===== config.mk =====
export PLATFORM = sky130hd
export DESIGN_NAME = dpm_map
export DESIGN_NICKNAME = d
export VERILOG_FILES = /design/src/inc/dpm_pkg.sv /design/src/verilog/dpm_map.sv
export VERILOG_INCLUDE_DIRS = /design/src /design/src/inc
export SDC_FILE = /design/constraint.sdc
export NUM_CORES = 1
export LEC_CHECK = 0
export BUFFER_PORTS_ARGS = -buffer_cell sky130_fd_sc_hd__buf_2
export CAP_MARGIN = 0
export CORE_MARGIN = 3
export CORE_UTILIZATION = 45
export CTS_BUF_LIST = sky130_fd_sc_hd__clkbuf_2
export DETAILED_ROUTE_END_ITERATION = 7
export MAX_ROUTING_LAYER = met4
export SKIP_LAST_GASP = 1
export SLEW_MARGIN = 20
export SYNTH_ARGS = -nofsm -noshare
export SYNTH_HDL_FRONTEND = slang
export SYNTH_SLANG_ARGS = --single-unit

===== constraint.sdc =====
create_clock -name sys_clk -period 2.15 [get_ports sys_clk]
set_clock_uncertainty 0.2 [all_clocks]
set_input_delay 0.215 -clock sys_clk [delete_from_list [all_inputs] [get_ports sys_clk]]
set_output_delay 0.215 -clock sys_clk [all_outputs]
set_load 0.01 [all_outputs]

===== src/inc/dpm_regs.svh =====
// register offsets, field layout and reset values of the dscp priority map
// Function
// - code is tos byte bits 7:2; its 2-bit entry is the priority of an ip frame.
// - register 0x91 holds codes 0x04..0x07, lowest code in bits 1-0.
// - register 0x92 holds codes 0x08..0x0B, lowest code in bits 1-0.
// - register 0x93 holds codes 0x0C..0x0F, lowest code in bits 1-0.
// - register 0x94 holds codes 0x10..0x13, lowest code in bits 1-0.
// - register 0x95 holds codes 0x14..0x17, lowest code in bits 1-0.
// - register 0x96 holds codes 0x18..0x1B, lowest code in bits 1-0.
// - register 0x97 holds codes 0x1C..0x1F, lowest code in bits 1-0.
// - register 0x98 holds codes 0x20..0x23, lowest code in bits 1-0.
// - first register 0x90 holds codes 0x00..0x03, two bits per code.
// - same pattern continues up to code 0x3F at register 0x9F.
`ifndef DPM_REGS_SVH
`define DPM_REGS_SVH
// ****************************************
// register map
// ****************************************
`define DPM_ADDR_W 8
`define DPM_BASE_OFF 8'h90
`define DPM_MAP_1_OFF 8'h91
`define DPM_MAP_2_OFF 8'h92
`define DPM_MAP_3_OFF 8'h93
`define DPM_MAP_4_OFF 8'h94
`define DPM_MAP_5_OFF 8'h95
`define DPM_MAP_6_OFF 8'h96
`define DPM_MAP_7_OFF 8'h97
`define DPM_MAP_8_OFF 8'h98
`define DPM_LAST_OFF 8'h9F
// ****************************************
// layout and reset
// ****************************************
`define DPM_NUM_REGS 16
`define DPM_ENT_PER_REG 4
`define DPM_ENT_W 2
`define DPM_CODE_LSB 2
`define DPM_CODE_MSB 7
`define DPM_REG_RESET 8'h00
`define DPM_UNMAPPED_RD 8'h00
`endif


===== src/inc/dpm_pkg.sv =====
// types of the dscp priority map
package dpm_pkg;
  typedef struct packed {
    logic valid;
    logic is_ip;
    logic [7:0] tos;
  } dpm_frame_t;
  typedef struct packed {
    logic valid;
    logic ip_hit;
    logic [1:0] prio;
  } dpm_result_t;
  typedef struct packed {
    logic wr;
    logic rd;
    logic [7:0] addr;
    logic [7:0] wdata;
  } dpm_bus_t;
endpackage : dpm_pkg


===== src/verilog/dpm_map.sv =====
// dscp to priority lookup table with its register port
//
// Decided for this implementation: the strobed register port.
`timescale 1ns/10ps
`include "dpm_regs.svh"
module dpm_map
  import dpm_pkg::*;
#(
  parameter int NUM_REGS = `DPM_NUM_REGS
)
(
  input wire logic sys_clk,
  input wire logic srst,
  input wire dpm_bus_t bus,
  output logic [7:0] rdata_r,
  input wire dpm_frame_t frame,
  output dpm_result_t result_r
);
  // ****************************************
  // parameter checks
  // ****************************************
  if (NUM_REGS < 1 || NUM_REGS > `DPM_NUM_REGS)
  begin : g_bad_regs
    $error("NUM_REGS must lie between 1 and 16");
  end

  // ****************************************
  // table storage
  // ****************************************
  logic [7:0] map_r [NUM_REGS];
  logic [7:0] addr_rel;
  logic in_range;

  assign addr_rel = bus.addr - `DPM_BASE_OFF;
  assign in_range = (bus.addr >= `DPM_BASE_OFF) && ({1'b0, addr_rel} < 9'(NUM_REGS));

  // one byte register per four codes, each written whole
  genvar gi;
  for (gi = 0; gi < NUM_REGS; gi++)
  begin : g_map
    always_ff @(posedge sys_clk)
    begin
      if (srst)
        map_r[gi] <= `DPM_REG_RESET;
      else if (bus.wr && in_range && addr_rel == 8'(gi))
        map_r[gi] <= bus.wdata;
    end
  end

  // ****************************************
  // register read
  // ****************************************
  // unmapped addresses read zero so software can probe safely
  always_ff @(posedge sys_clk)
  begin
    if (srst)
      rdata_r <= `DPM_UNMAPPED_RD;
    else if (bus.rd && in_range)
      rdata_r <= map_r[addr_rel[3:0]];
    else
      rdata_r <= `DPM_UNMAPPED_RD;
  end

  // ****************************************
  // lookup
  // ****************************************
  logic [5:0] code;
  logic [3:0] reg_idx;
  logic [1:0] slot;
  logic [7:0] sel_byte;
  logic [1:0] prio_nxt;

  assign code = frame.tos[`DPM_CODE_MSB:`DPM_CODE_LSB];
  assign reg_idx = code[5:2];
  assign slot = code[1:0];

  always_comb
  begin
    sel_byte = `DPM_REG_RESET;
    if (32'(reg_idx) < NUM_REGS)
      sel_byte = map_r[reg_idx];
    // lowest code of a register sits in bits 1-0
    prio_nxt = sel_byte[{slot, 1'b0} +: `DPM_ENT_W];
  end

  // non-ip frames get priority zero and no hit; another classifier decides
  always_ff @(posedge sys_clk)
  begin
    if (srst)
      result_r <= '0;
    else
    begin
      result_r.valid <= frame.valid;
      result_r.ip_hit <= frame.valid && frame.is_ip;
      result_r.prio <= (frame.valid && frame.is_ip) ? prio_nxt : 2'h0;
    end
  end
endmodule : dpm_map


Word-level counts from Yosys, hierarchy flattened

Memory sizes are Yosys's and may differ from the RTL's. A register that Yosys moved wholly into a read port is not among the register bits.
Index checks and enable logic that the tools add are counted.

Flip-flop bits (word level): 4
RAM bits: 128
Output and inout port bits: 12
Memories: 1

Add/subtract/negate cells: 1
Order comparisons: 2
Equal/unequal tests: 15
Shift operators: 1
Muxes and demuxes: 66
Bitwise operators: 18
Reductions and logical operators: 23

Memory list:

| name  | depth | bits a word | read ports | clocked after Yosys merged registers in | wr ports | line          | text |
|---|---|---|---|---|---|---|---|
| map_r | 16    | 8           | 2          | 1                                       | 16       | dpm_map.sv:30 | `logic [7:0] map_r [NUM_REGS];` |

Operators by type and width:

| cell                                                                          | count |
|---|---|
| 8-bit two-way mux                                                             | 16 |
| 8-bit by 4-bit == test with 1-bit output (second input constant)              | 8 |
| 1-bit two-way mux                                                             | 50 |
| 8-bit by 3-bit == test with 1-bit output (second input constant)              | 4 |
| 1-bit logical AND                                                             | 20 |
| 8-bit by 2-bit == test with 1-bit output (second input constant)              | 2 |
| 1-bit bitwise OR                                                              | 16 |
| 8-bit by 1-bit == test with 1-bit output (second input constant)              | 1 |
| 8-bit >= comparator (second input constant)                                   | 1 |
| 8-bit zero test                                                               | 1 |
| 8-bit by 5-bit less-than comparator with 1-bit output (second input constant) | 1 |
| 8-bit by 4-bit variable part select with 2-bit output                         | 1 |
| 8-bit subtractor (second input constant)                                      | 1 |
| 2-bit OR reduction                                                            | 2 |
| 1-bit NOT                                                                     | 2 |

Logic depth before layout (Yosys ltp)

Word-level depth: 9
Gate-level depth with buffers: 7
Mapped depth without buffers: 5

Least setup slack after synthesis

Ideal clock, no wire load.

Kind: input port to flip-flop
Start: in bus[14] (netlist name)
End: mem map_r[1][0] (enable)
Library setup time: 0.375 ns
Data arrival time: 1.693 ns
Setup slack: -0.117 ns
Stages on the path: 6
Buffers on the path: 2
Path through: nor3b_1 and3_1 clkbuf_1 or3b_1 buf_2 o21bai_1

RTL lines:

| element     | line          | text |
|---|---|---|
| from (decl) | dpm_map.sv:14 | `input wire dpm_bus_t bus,` |
| to (decl)   | dpm_map.sv:30 |  |

==> metrics.csv <==
metric,value,unit
WP data required,2600,ps
Mapped Cells,469,
core area,15500,um^2
gr ovfl total,0,
switch share,0.267,
Via Count,4705,
"Max FO, Critical Path",2,
IO Pins,42,
Root Buffer,clkbuf_2,
row cnt,45,
max_slew headroom,0.613,
Worst Tran Pin Value,575,ps
Total Routing Usage GR,0.242,
CTS Buf Count,17,
antenna violations before repair,1,
critical path class,reg -> reg,
part of the power in the clock network,0.245,
Post-Route Setup TNS,0,ps
"Largest stage delay, worst path",490,ps
PD cells,601,nW/um^2
Clock Sinks,140,
switching power,1.38,mW
status,completed,
largest net degree at the start of global routing,23,
CTS tree,yes,
synth top area cells,"edfxtp_1 53%, mux4_2 22%, and2_1 11%",
number of global-route vias before repair,4742,
hpwl dp,14400,um
top-area cell type share of the netlist area,0.526,
"area leader, netlist",edfxtp_1,
arrival time of the worst setup path,2530,ps
Die ar.,17800,um^2
crit path time final,2080,ps
sequential power share,0.613,
Initial Utilization,0.470,
Crit-path slowest cell,mux4_2,
max-cap viol count,0,
internal power,3.79,mW
GP Congestion,0.876,
"Clk pin slew, worst setup/hold paths",210,ps
Final period util,0.965,
DR vias/cell,5.81,
tightest hold margin,55.8,ps
Max IR drop VDD,0.000317,V
H-tree level count,4,
Crit. End Element,register,
crit path launch type,register,
setup violators final,0,
Post-CTS Setup Bufs,0,
P&R area growth vs syn,17.6,%
sequential area share after synthesis,0.559,
Synth cell types,32,
WL final,19900,um
"commonest cells after routing, fill and taps aside","128 x and2_1, 128 x edfxtp_1, 72 x mux4_2",
Hold WC Path Type,in -> reg,
share of cells above drive strength 1,0.363,
Post-Syn Area,7310,um^2
first-pass GRT wire length,29800,um
DIE WIDTH,133,um
average wire per standard cell,24.6,um
post-synthesis register bit count,140,
initial drt markers,505,
clock buffer depth,2,
nets,615,
Syn Nets,499,
Ys Warns,0,
Post-route DRC,0,
"Hold Vio Cnt, Final",0,
die height,133,um
cell chain of the critical path,mux4_2 -> o22ai_1 -> nor4_1 -> buf_4 -> a21oi_1 -> o21ai_0,
drt first pass iters,5,
number of port buffers,39,
final-report max-slew violation count,0,
syn_area_per_cell,15.6,um^2
Peak Freq,0.482,GHz
Leak Pwr,3.12,nW
Final ANT Viol Nets,0,
clk_lat worst skew,760,ps
RSZ-0062 raised after global routing,false,
Comb pwr share,0.143,
## routing by layer
layer | track usage | vias to the layer above | wire length, um
li1 | - | 2046 | -
met1 | 0.317 | 2410 | 8310
met2 | 0.368 | 209 | 9620
met3 | 0.0578 | 40 | 1390
met4 | 0.0966 | 0 | 619
met5 | - | - | 0
## final cells by class
| class | instances | area (um^2) |
|---|---|---|
| Fill cell | 1321 | 6940 |
| Sequential cell | 140 | 4080 |
| Multi-Input combinational cell | 296 | 3060 |
| Timing Repair Buffer | 128 | 1010 |
| Tap cell | 211 | 264 |
| Clock buffer | 22 | 110 |
| Clock inverter | 10 | 53.8 |
| Inverter | 2 | 7.51 |
| Antenna cell | 1 | 2.50 |
## cell families (layout without fill, tap and decap cells)
logic type             count (synthesis)  after routing  share of synthesized area
AO/OA/AOI/OAI                         26             26                     0.0248
buffers and inverters                 33            162                     0.0222
flip-flops                           140            140                      0.559
multiplexers                          87             87                      0.242
other                                  0              1                          0
AND/OR/NAND/NOR                      183            183                      0.152
## power by group through the flow
stage / Clock (mW) / Sequential (mW) / Combinational [mW]
after global routing: 1.41 / 3.18 / 0.784
after global placement: 0 / 3.22 / 0.709
final: 1.27 / 3.17 / 0.738
after CTS: 1.28 / 3.17 / 0.743
after floorplan: 0 / 3.19 / 0.442
after detailed placement: 0 / 3.23 / 0.714
## state kept, by name, summed over array words and instances (netlist names)
signal,cells
result_r,4
map_r,128
rdata_r,8
## critical path: cells and delay by family (launching register included)
family / cells / cell delay [ps]
muxes: 1 / 490
and+or+nand+nor: 1 / 130
AOI/OAI and AO/OA: 3 / 510
buffers and inverters: 1 / 150
DFF: 1 / 480
## timing repair
| item | 4_1_cts | 5_1_grt |
|---|---|---|
| hold buffers | 20 | 0 |
| resized for setup | 0 | 0 |
| setup endpoints to repair | 0 | 0 |
| hold endpoints to repair | 167 | 0 |
## synth_stat cells
master	instances
and2_1	128
edfxtp_1	128
mux4_2	72
clkbuf_1	17
o21bai_1	16
mux2i_1	15
dfxtp_1	12
nor2_1	12
buf_2	10
nor2b_1	10
nand2_1	4
nor2_2	4
or2_2	4
a21oi_1	3
buf_6	3
nand2b_1	3
nand3b_1	3
nor3_1	3
nor3b_1	3
inv_1	2
nand3_1	2
nor4_1	2
o21ai_0	2
o22ai_1	2
or3_1	2
a2111oi_0	1
a22oi_1	1
and3_1	1
buf_4	1
nand4b_1	1
o31ai_1	1
or3b_1	1
## per-stage QoR
step	worst slack, ps	power [mW]	std cells	util	area, um^2
3_3_place_gp	-93.0	3.93	757	0.530	8230
2_1_floorplan	-117	3.63	469	-	7310
6_report	75.0	5.17	810	0.553	8600
5_1_grt	2.39	5.37	810	0.553	8600
3_5_place_dp	-148	3.94	757	0.530	8230
4_1_cts	62.8	5.19	809	0.553	8600
## worst paths after layout
| kind | start | end | slack (ps) | cells past startpoint |
|---|---|---|---|---|
| max reg2reg | map_r[14][3]$_SDFFCE_PN0P_ | result_r[1]$_SDFF_PP0_ | 70 | 6 |
| max | map_r[14][3]$_SDFFCE_PN0P_ | result_r[1]$_SDFF_PP0_ | 70 | 6 |
| min | bus[9] | rdata_r[1]$_SDFF_PP0_ | 60 | 4 |
| min reg2reg | map_r[15][4]$_SDFFCE_PN0P_ | rdata_r[4]$_SDFF_PP0_ | 730 | 3 |
(Power assumes the default switching activity.)
